**config.mk**
```make
export PLATFORM = sky130hd
export DESIGN_NAME = pti_prox_irq
export DESIGN_NICKNAME = d
export VERILOG_FILES = /design/src/logic/pti_pkg.sv /design/src/logic/pti_lp_timer.sv /design/src/logic/pti_persist.sv /design/src/logic/pti_prox_irq.sv
export SDC_FILE = /design/constraint.sdc
export NUM_CORES = 1
export LEC_CHECK = 0
export BUFFER_PORTS_ARGS = -buffer_cell sky130_fd_sc_hd__buf_2
export CAP_MARGIN = 20
export CELL_PAD_IN_SITES_DETAIL_PLACEMENT = 1
export CELL_PAD_IN_SITES_GLOBAL_PLACEMENT = 2
export CORE_ASPECT_RATIO = 1.2
export CORE_MARGIN = 2
export CORE_UTILIZATION = 25
export DETAILED_ROUTE_END_ITERATION = 12
export PLACE_DENSITY = 0.6
export RECOVER_POWER = 25
export SYNTH_ARGS = -nofsm -noshare
export SYNTH_HDL_FRONTEND = slang
export SYNTH_HIERARCHICAL = 1
export SYNTH_SLANG_ARGS = --single-unit
```
**constraint.sdc**
```tcl
create_clock -name mclk_in -period 4.95 [get_ports mclk_in]
set_input_delay 0.99 -clock mclk_in [delete_from_list [all_inputs] [get_ports mclk_in]]
set_output_delay 0.99 -clock mclk_in [all_outputs]
set_load 0.005 [all_outputs]
```
**src/logic/pti_pkg.sv**
```systemverilog
// Shared constants and carrier types of the proximity interrupt block
package pti_pkg;

    // ------------------------------------------------------------
    // Widths
    // ------------------------------------------------------------
    localparam int ADDR_W = 8;
    localparam int DATA_W = 16;
    localparam int CNT_W  = 12;

    // ------------------------------------------------------------
    // Register offsets
    // ------------------------------------------------------------
    localparam logic [7:0] ADDR_CONF2 = 8'h03;
    localparam logic [7:0] ADDR_THDL  = 8'h04;
    localparam logic [7:0] ADDR_THDH  = 8'h05;
    localparam logic [7:0] ADDR_LP    = 8'h08;
    localparam logic [7:0] ADDR_MASK  = 8'h10;
    localparam logic [7:0] ADDR_DATA  = 8'hf8;
    localparam logic [7:0] ADDR_FLAG  = 8'hf9;
    localparam logic [7:0] ADDR_ID    = 8'hfa;

    // ------------------------------------------------------------
    // Field positions
    // ------------------------------------------------------------
    localparam int METH_LSB  = 2;
    localparam int PERS_LSB  = 4;
    localparam int LPEN_BIT  = 8;
    localparam int LPPER_LSB = 9;
    localparam int AWAY_BIT  = 8;
    localparam int CLOSE_BIT = 9;

    // Method select codes
    localparam logic [1:0] METH_OFF    = 2'h0;
    localparam logic [1:0] METH_LOGIC  = 2'h1;
    localparam logic [1:0] METH_FIRST  = 2'h2;
    localparam logic [1:0] METH_NORMAL = 2'h3;

    // ------------------------------------------------------------
    // Reset values
    // ------------------------------------------------------------
    localparam logic [1:0]  RST_METH = METH_OFF;
    localparam logic [1:0]  RST_MASK = 2'h3;
    localparam logic [11:0] RST_THDH = 12'hfff;
    // Arbitrary neutral identity value
    localparam logic [15:0] DEVICE_ID = 16'h005a;

    // ------------------------------------------------------------
    // Timing
    // ------------------------------------------------------------
    localparam int CLK_HZ      = 10_000_000;
    localparam int LP_BASE_MS  = 40;
    localparam int LP_BASE_CYC = LP_BASE_MS * (CLK_HZ / 1000);
    localparam int LP_CNT_W    = 22;

    // Register port request
    typedef struct packed {
        logic              wr;
        logic              rd;
        logic [ADDR_W-1:0] addr;
        logic [DATA_W-1:0] wdata;
    } bus_req_s;

    // One proximity measurement
    typedef struct packed {
        logic             valid;
        logic [CNT_W-1:0] count;
    } meas_s;

endpackage // pti_pkg

```
**src/logic/pti_lp_timer.sv**
```systemverilog
// Low-power measurement period divider
module pti_lp_timer #(
    parameter int unsigned BASE_CYC = pti_pkg::LP_BASE_CYC
) (
    // Clock and reset
    input  wire logic       mclk_in,
    input  wire logic       rstn_in,
    // Control
    input  wire logic       en_in,
    input  wire logic [1:0] per_in,
    // Measurement request pulse
    output logic            tick_out
);
    localparam int CW = pti_pkg::LP_CNT_W;

    typedef struct packed {
        logic [CW-1:0] cnt;
        logic          tick;
    } pti_tmr_s;

    pti_tmr_s st_reg;
    pti_tmr_s st_next;

    // Last count of a period: base doubled per select step
    function automatic logic [CW-1:0] last_of(input logic [1:0] p);
        return CW'((BASE_CYC << p) - 1);
    endfunction

    // Free count while enabled, restart from zero when idle
    always_comb begin
        st_next = st_reg;
        st_next.tick = 1'b0;
        if (!en_in) begin
            st_next.cnt = '0;
        end else if (st_reg.cnt >= last_of(per_in)) begin
            st_next.cnt = '0;
            st_next.tick = 1'b1;
        end else begin
            st_next.cnt = st_reg.cnt + CW'(1);
        end
    end

    always_ff @(posedge mclk_in or negedge rstn_in) begin
        if (!rstn_in) begin
            st_reg <= '0;
        end else begin
            st_reg <= st_next;
        end
    end

    assign tick_out = st_reg.tick;
endmodule // pti_lp_timer

```
**src/logic/pti_persist.sv**
```systemverilog
// Consecutive-measurement persistence filter
module pti_persist (
    // Clock and reset
    input  wire logic       mclk_in,
    input  wire logic       rstn_in,
    // Measurement step and compare result
    input  wire logic       step_in,
    input  wire logic       hit_in,
    input  wire logic [1:0] pers_in,
    // One-cycle event when the run is long enough
    output logic            fire_out
);
    typedef struct packed {
        logic [2:0] run;
        logic       fire;
    } pti_pers_s;

    pti_pers_s st_reg;
    pti_pers_s st_next;

    // Field 0..3 means 1..4 consecutive hits
    function automatic logic [2:0] need_of(input logic [1:0] p);
        return {1'b0, p} + 3'h1;
    endfunction

    // Run saturates at the need so one run fires once
    always_comb begin
        st_next = st_reg;
        st_next.fire = 1'b0;
        if (step_in) begin
            if (!hit_in) begin
                st_next.run = '0;
            end else if (st_reg.run < need_of(pers_in)) begin
                st_next.run = st_reg.run + 3'h1;
                st_next.fire = (st_next.run == need_of(pers_in));
            end
        end
    end

    always_ff @(posedge mclk_in or negedge rstn_in) begin
        if (!rstn_in) begin
            st_reg <= '0;
        end else begin
            st_reg <= st_next;
        end
    end

    assign fire_out = st_reg.fire;
endmodule // pti_persist

```
**src/logic/pti_prox_irq.sv**
```systemverilog
// Proximity threshold interrupt core with its register file
// ---------------------------------------------------------------
// ---------------------------------------------------------------
//
// Added by the designer: strobed register access and the address map.
module pti_prox_irq #(
    parameter int unsigned LP_BASE_CYC = pti_pkg::LP_BASE_CYC
) (
    // Clock and reset
    input  wire logic                      mclk_in,
    input  wire logic                      rstn_in,
    // Register port
    input  wire pti_pkg::bus_req_s         bus_in,
    output logic [pti_pkg::DATA_W-1:0]     rdata_out,
    // Measurement side
    input  wire pti_pkg::meas_s            meas_in,
    output logic                           meas_req_out,
    // Interrupt
    output logic                           int_n_out,
    output logic                           irq_out
);

    // ------------------------------------------------------------
    // State
    // ------------------------------------------------------------
    typedef struct packed {
        logic [1:0]                  meth;
        logic [1:0]                  pers;
        logic [11:0]                 thdl;
        logic [11:0]                 thdh;
        logic                        lpen;
        logic [1:0]                  lpper;
        logic [1:0]                  mask;
        logic [1:0]                  flags;  // [1] close, [0] away
        logic                        near;
        logic [11:0]                 data;
        logic [pti_pkg::DATA_W-1:0]  rdata;
        logic                        int_n;
        logic                        irq;
    } pti_core_s;

    localparam pti_core_s CORE_RST = '{
        meth:    pti_pkg::RST_METH,
        mask:    pti_pkg::RST_MASK,
        thdh:    pti_pkg::RST_THDH,
        int_n:   1'b1,
        default: '0
    };

    pti_core_s st_reg;
    pti_core_s st_next;

    logic       close_hit;
    logic       away_hit;
    logic       close_fire;
    logic       away_fire;
    logic       close_ev;
    logic       away_ev;
    logic       enabled;
    logic       flag_rd;
    logic [1:0] flag_clr;

    // ------------------------------------------------------------
    // Threshold compare and persistence
    // ------------------------------------------------------------
    // Logic mode trips on reaching the upper level, others above it
    assign close_hit = (st_reg.meth == pti_pkg::METH_LOGIC) ?
                       (meas_in.count >= st_reg.thdh) :
                       (meas_in.count > st_reg.thdh);
    assign away_hit  = meas_in.count < st_reg.thdl;

    pti_persist u_close (
        .mclk_in  (mclk_in),
        .rstn_in  (rstn_in),
        .step_in  (meas_in.valid),
        .hit_in   (close_hit),
        .pers_in  (st_reg.pers),
        .fire_out (close_fire)
    );

    pti_persist u_away (
        .mclk_in  (mclk_in),
        .rstn_in  (rstn_in),
        .step_in  (meas_in.valid),
        .hit_in   (away_hit),
        .pers_in  (st_reg.pers),
        .fire_out (away_fire)
    );

    // Periodic request while low power is on
    pti_lp_timer #(
        .BASE_CYC (LP_BASE_CYC)
    ) u_timer (
        .mclk_in  (mclk_in),
        .rstn_in  (rstn_in),
        .en_in    (st_reg.lpen),
        .per_in   (st_reg.lpper),
        .tick_out (meas_req_out)
    );

    // ------------------------------------------------------------
    // Events
    // ------------------------------------------------------------
    assign enabled = st_reg.meth != pti_pkg::METH_OFF;

    // Close only on entry, so a dip into the band cannot re-fire
    assign close_ev = close_fire && !st_reg.near && enabled;
    // Away needs a prior close except in normal mode
    assign away_ev  = away_fire && enabled &&
                      (st_reg.near ||
                       st_reg.meth == pti_pkg::METH_NORMAL);

    // Reading the flag word clears it; a one written also clears
    assign flag_rd  = bus_in.rd && bus_in.addr == pti_pkg::ADDR_FLAG;
    assign flag_clr = (flag_rd ? 2'h3 : 2'h0) |
                      ((bus_in.wr && bus_in.addr == pti_pkg::ADDR_FLAG) ?
                       bus_in.wdata[pti_pkg::AWAY_BIT +: 2] : 2'h0);

    // ------------------------------------------------------------
    // Next state
    // ------------------------------------------------------------
    always_comb begin
        st_next = st_reg;
        // Register writes
        if (bus_in.wr) begin
            case (bus_in.addr)
                pti_pkg::ADDR_CONF2: begin
                    st_next.meth = bus_in.wdata[pti_pkg::METH_LSB +: 2];
                    st_next.pers = bus_in.wdata[pti_pkg::PERS_LSB +: 2];
                end
                pti_pkg::ADDR_THDL: begin
                    st_next.thdl = bus_in.wdata[11:0];
                end
                pti_pkg::ADDR_THDH: begin
                    st_next.thdh = bus_in.wdata[11:0];
                end
                pti_pkg::ADDR_LP: begin
                    st_next.lpen  = bus_in.wdata[pti_pkg::LPEN_BIT];
                    st_next.lpper = bus_in.wdata[pti_pkg::LPPER_LSB +: 2];
                end
                pti_pkg::ADDR_MASK: begin
                    st_next.mask = bus_in.wdata[pti_pkg::AWAY_BIT +: 2];
                end
                default: begin
                end
            endcase
        end
        // Latest sample for readback
        if (meas_in.valid) begin
            st_next.data = meas_in.count;
        end
        // Set wins over a clear in the same cycle
        st_next.flags = (st_reg.flags & ~flag_clr) |
                        {close_ev, away_ev};
        // Proximity state tracks the hysteresis band
        if (!enabled) begin
            st_next.near = 1'b0;
        end else if (close_ev) begin
            st_next.near = 1'b1;
        end else if (away_fire) begin
            st_next.near = 1'b0;
        end
        // Read data for the cycle after the strobe only
        st_next.rdata = '0;
        if (bus_in.rd) begin
            case (bus_in.addr)
                pti_pkg::ADDR_CONF2: begin
                    st_next.rdata[pti_pkg::METH_LSB +: 2] = st_reg.meth;
                    st_next.rdata[pti_pkg::PERS_LSB +: 2] = st_reg.pers;
                end
                pti_pkg::ADDR_THDL: begin
                    st_next.rdata[11:0] = st_reg.thdl;
                end
                pti_pkg::ADDR_THDH: begin
                    st_next.rdata[11:0] = st_reg.thdh;
                end
                pti_pkg::ADDR_LP: begin
                    st_next.rdata[pti_pkg::LPEN_BIT] = st_reg.lpen;
                    st_next.rdata[pti_pkg::LPPER_LSB +: 2] = st_reg.lpper;
                end
                pti_pkg::ADDR_MASK: begin
                    st_next.rdata[pti_pkg::AWAY_BIT +: 2] = st_reg.mask;
                end
                pti_pkg::ADDR_DATA: begin
                    st_next.rdata[11:0] = st_reg.data;
                end
                pti_pkg::ADDR_FLAG: begin
                    st_next.rdata[pti_pkg::AWAY_BIT +: 2] = st_reg.flags;
                end
                pti_pkg::ADDR_ID: begin
                    st_next.rdata = pti_pkg::DEVICE_ID;
                end
                default: begin
                end
            endcase
        end
        // Pin level from the new state, low means pending
        case (st_next.meth)
            pti_pkg::METH_LOGIC: begin
                st_next.int_n = !st_next.near;
            end
            pti_pkg::METH_FIRST, pti_pkg::METH_NORMAL: begin
                st_next.int_n = !(|(st_next.flags & st_next.mask));
            end
            default: begin
                st_next.int_n = 1'b1;
            end
        endcase
        st_next.irq = |(st_next.flags & st_next.mask);
    end

    // ------------------------------------------------------------
    // Registers
    // ------------------------------------------------------------
    always_ff @(posedge mclk_in or negedge rstn_in) begin
        if (!rstn_in) begin
            st_reg <= CORE_RST;
        end else begin
            st_reg <= st_next;
        end
    end

    assign rdata_out = st_reg.rdata;
    assign int_n_out = st_reg.int_n;
    assign irq_out   = st_reg.irq;

    // Logic mode counts reaching the upper level as outside the band
    logic in_band;
    assign in_band = meas_in.count <= st_reg.thdh &&
                     meas_in.count >= st_reg.thdl &&
                     !(st_reg.meth == pti_pkg::METH_LOGIC &&
                       meas_in.count == st_reg.thdh);
endmodule // pti_prox_irq

```
== Yosys cells after proc, flatten, opt, wreduce, memory -nomap -nowiden ==
Index checks and enable logic that the tools add are counted.

* Logic and storage cells: 104
* Output and inout port bits: 19
* Input bits: 41
* Flip-flop bits (word level): 97

* $lt $le $gt $ge: 6
* Equality and inequality tests: 17
* Reductions and logical operators: 19
* Shift operators: 1
* Mux-type cells: 32
* Add/subtract/negate cells: 5
* Bitwise gates (word level): 5

{| class="wikitable"
|+ Operators by type and width
! operator !! number
|-
| $mux 22 || 2
|-
| $mux 12 || 3
|-
| $mux 33 || 1
|-
| $eq 8x8->1 const B || 3
|-
| $add 22x1->22 const B || 1
|-
| $ge 22x22->1 || 1
|-
| $shl 19x2->22 const A || 1
|-
| $sub 22x1->22 const B || 1
|-
| $pmux 4 s5 || 1
|-
| $eq 8x3->1 const B || 2
|-
| $pmux 2 s4 || 2
|-
| $ge 12x12->1 || 1
|-
| $gt 12x12->1 || 1
|-
| $lt 12x12->1 || 1
|-
| $mux 4 || 3
|-
| $pmux 2 s6 || 1
|-
| $reduce_and 2->1 || 6
|-
| $mux 1 || 10
|-
| $mux 3 || 3
|-
| $eq 8x2->1 const B || 1
|-
| $eq 8x4->1 const B || 1
|-
| $eq 8x5->1 const B || 1
|-
| $add 3x1->3 const B || 2
|-
| $eq 2x2->1 const B || 3
|-
| 17 further kinds || 33
|}

== Longest topological paths before layout ==
* Depth in word-level cells: 11
* Mapped depth: 12

== Modules after synthesis ==
The synthesis kept the hierarchy.

{| class="wikitable"
|+ By module, submodules not included
! module !! area each (sq um) !! times used !! cells an instance
|-
| pti_prox_irq || 3,617.2 || 1 || 324
|-
| pti_lp_timer || 1,594.0 || 1 || 166
|-
| pti_persist || 307.8 || 2 || 35
|}

== Least setup slack after synthesis ==
Ideal clock, no wire load.

* Kind: input -> register
* From: input port meas_in[1] in the netlist's numbering
* To: register u_away.st_reg, in the netlist u_away/fire_out
* Cell stages on the path: 8
* Data arrival time: 2,899 ps
* Buffers on the path: 0
* Setup slack: 1,978 ps
* Cell sequence: ha_1 a21o_1 a21o_1 a21o_1 a221oi_1 nand2_1 or4_1 nor2_1

{| class="wikitable"
|+ RTL lines
! what !! line !! source
|-
| start: declaration || pti_prox_irq.sv:16 || <nowiki>input wire pti_pkg::meas_s meas_in,</nowiki>
|-
| end signal: assignment || pti_persist.sv:44 || <nowiki>st_reg <= st_next;</nowiki>
|-
| end: declaration || pti_persist.sv:18 || <nowiki>pti_pers_s st_reg;</nowiki>
|}

==> flow_metrics.tcl <==
set metrics [dict create \
    cts_max_level 3 \
    final_period_minus_worst_setup_slack_ns 3.28 \
    global_route_total_usage_across_every_layer 0.141 \
    fraction_of_layout_instances_using_a_drive_strength_above_1 0.250 \
    rows 61 \
    postLayoutCellArea_um2 6640 \
    worstSetupEndpointType "flip-flop" \
    ys.warnings.count 6 \
    yosys.area.top_type "dfrtp_1" \
    failed_checks "max-capacitance violations, max-slew violations" \
    clock_tree_from_tritoncts "yes" \
    synth_flop_cell "dfrtp_1" \
    wire_length_reported_by_the_detailed_router_um 16300 \
    r2r_setup_slack_ns 1.71 \
    tns_ns 0 \
    grt_max_degree 69 \
    r2r-start "st_reg[36]$_DFFE_PN0P_" \
    outcome "complete, but fails checks" \
    area_growth_syn_to_layout_pct 13.9 \
    ys_types 59 \
    clock_insertion_delay_at_the_later_pin_of_the_skew_report_ns 0.35 \
    topRoutingLayerUsed "met5" \
    max_slew_margin -0.188 \
    synth-async-reset-ratio 1.00 \
    worst-endpoint-arrival_ns 3.56 \
    wl_met3_um 508 \
    largest_register_ff_count 48 \
    detail_route.wirelength.met1_um 6750 \
    num-nets-final 697 \
    synth_enable_flop_cells 0 \
    worstHoldStart "st_reg[19]$_DFFE_PN0P_" \
    classification_of_the_worst_slack_hold_path "reg2reg" \
    seq_total_area_yosys 0.403 \
    detailedPlacementHpwl_um 12400 \
    ctsHoldBuffers 0 \
    syn-mean-instance-area_um2 10.4 \
    detail_route.wl_per_cell_um 17.8 \
    total_power_mw 1.96 \
    worstRegToRegCells 11 \
    r2r-end "u_timer/st_reg[6]$_DFF_PN0_" \
    postPlaceCellArea_um2 6310 \
    initialDrtViolationCount 119 \
    netlist_area_um2 5830 \
    grt.overflow.total 0 \
    netlist_instances 560 \
    tritoncts_num_sinks 93 \
    met2WireLength_um 8790 \
    cts_resized 0 \
    grt_antenna_before_repair 3 \
    initial_utilization 0.253 \
    worstPathRequired_ns 5.23 \
    cts_setup_buffers 0 \
    place_congestion 0.793 \
    firstDrtPassIters 4 \
    peakVddDrop_uv 157 \
    dieArea_um2 24500 \
    final_setup_skew_ns 0.00865 \
    floorplan.io_pins 60 \
    synth.ff_latch_count 93 \
    library_cell_used_as_clock_root_buffer "clkbuf_16" \
    min_delay_worst_endpoint "st_reg[19]$_DFFE_PN0P_" \
    dieHeight_um 171 \
    hold_viol 0 \
    via_count_of_the_first_global_routing_pass 4755 \
    synthDominantCellAreaShare 0.335 \
    routed_via_density 4.62 \
    holdPathStages 1 \
    tritoncts.num_buffers 9 \
    via_count 4253 \
    nFillCells 2675 \
    period_utilization_post_route 0.662 \
    clk_path_buf_depth 2 \
    core-area_um2 23000 \
    synthTopCellsByArea "dfrtp_1 (33%), ha_1 (12%), dfstp_2 (6.8%), mux2_2 (5.4%), mux2_4 (5.2%)" \
    setup_violating_endpoint_count_in_the_final_report 0 \
    finalMaxSlewViolations 69 \
    worst_setup_path_start_kind "primary input" \
    timing.max_cap.violations 1 \
    power-per-cell-area_nw_per_um2 296 \
    fmax_ghz 0.305 \
    power_leakage_nw 2.97 \
    worst-slew-pin-transition_ns 1.78 \
    crit_path_max_fanout 5 \
    grt_first_pass_wirelength_um 26500 \
    io_buffer_count 51 \
    worst_setup_hold_path_clk_slew_ns 0.07 \
    post-route-drc-count 0 \
    floorplan.die.width_um 143 \
    final_antenna_net_count 0 \
    worst-setup-path-type "in2reg" \
    rsz0062_at_grt "no" \
]
[worst max-delay path by stage]
stage	slack, ns	depth (start not counted)	to	startpoint
after floorplan	1.98	8	u_away/fire_out$_DFF_PN0_	meas_in[1]
after global placement	1.36	9	u_away/fire_out$_DFF_PN0_	meas_in[1]
after global routing	1.37	11	u_timer/st_reg[6]$_DFF_PN0_	st_reg[35]$_DFFE_PN0P_
final	1.67	9	u_away/fire_out$_DFF_PN0_	meas_in[1]
after CTS	1.61	11	u_timer/st_reg[6]$_DFF_PN0_	st_reg[36]$_DFFE_PN0P_
after detailed placement	1.29	9	u_away/fire_out$_DFF_PN0_	meas_in[1]
[power breakdown]
part | switching, mW | total (mW) | internal, mW
logic | 0.195 | 0.337 | 0.142
registers | 0.0450 | 0.855 | 0.810
clock network | 0.323 | 0.769 | 0.447
total | 0.563 | 1.96 | 1.40
[cell usage after synthesis, types with 8 or more instances]
master and n:
o21ai_0 25, dfstp_2 15, xnor2_1 12, nand4_1 12, xor2_1 14, buf_4 18, nand3_1 21, a21oi_1 26
nand2_1 35, inv_1 50, ha_1 57, dfrtp_1 78, a21o_1 8, nor2_1 35, mux2_4 20, a22oi_1 11
mux2_2 28
[kinds of logic after synthesis]
| family | count (synthesis) | synth area share |
|---|---|---|
| xor gates and xnor gates | 26 | 0.0391 |
| and+or+nand+nor | 153 | 0.148 |
| muxes | 51 | 0.111 |
| other | 2 | 0.00129 |
| buffers and inverters | 80 | 0.0674 |
| AOI/OAI and AO/OA | 97 | 0.107 |
| adders and majority gates | 58 | 0.124 |
| DFF | 93 | 0.403 |
[stage by stage]
stage / util / hold slack (ns) / setup WS, ns / instances
after floorplan: - / 0.470 / 1.98 / 563
after global placement: 0.273 / 0.485 / 1.36 / 902
after detailed placement: 0.274 / 0.491 / 1.29 / 903
after CTS: 0.288 / 0.507 / 1.61 / 919
after global routing: 0.288 / 0.527 / 1.37 / 919
final: 0.288 / 0.504 / 1.67 / 920
[per-layer routing]
metal  global-route usage  vias up
li1                     -     2029
met1                0.168     2139
met2                0.258       61
met3               0.0276       20
met4               0.0405        4
met5                    0        -
[worst max-delay path: stages]
cell and delay [ns]:
buf_2 0.12, ha_1 0.29, a21o_1 0.15, a21o_1 0.19, a21o_1 0.21, a221oi_1 0.75
nand2_1 0.20, or4_1 0.54, nor2_1 0.10
[area by class of cell]
cell class	instances	area, µm²	area share
diodes	1	2.50	0.000377
clock buffers	9	225	0.0339
clock inverters	7	97.6	0.0147
inverters	51	191	0.0288
multi-input cells	390	3100	0.467
flip-flops and latches	93	2350	0.354
well taps	315	394	0.0594
repair buffers	54	280	0.0422
[placed cells by master (no fill, tap or decap), types with 4 or more instances in the layout]
| cell type | instances |
|---|---|
| a21o_1 | 8 |
| a22oi_1 | 11 |
| o21ai_0 | 25 |
| nor2_1 | 35 |
| nor4_1 | 6 |
| and3_1 | 4 |
| dfrtp_1 | 78 |
| nand4_1 | 12 |
| dfstp_2 | 15 |
| ha_1 | 57 |
| mux2_2 | 28 |
| nor2b_1 | 7 |
| nand3_1 | 21 |
| xor2_1 | 14 |
| nand2_1 | 35 |
| xnor2_1 | 12 |
| nor3_1 | 5 |
| a21oi_1 | 26 |
| inv_1 | 50 |
| buf_2 | 50 |
| mux2_4 | 20 |
| o21a_1 | 6 |
| conb_1 | 5 |
| clkbuf_16 | 9 |
Power figures use the tool's default switching activity.
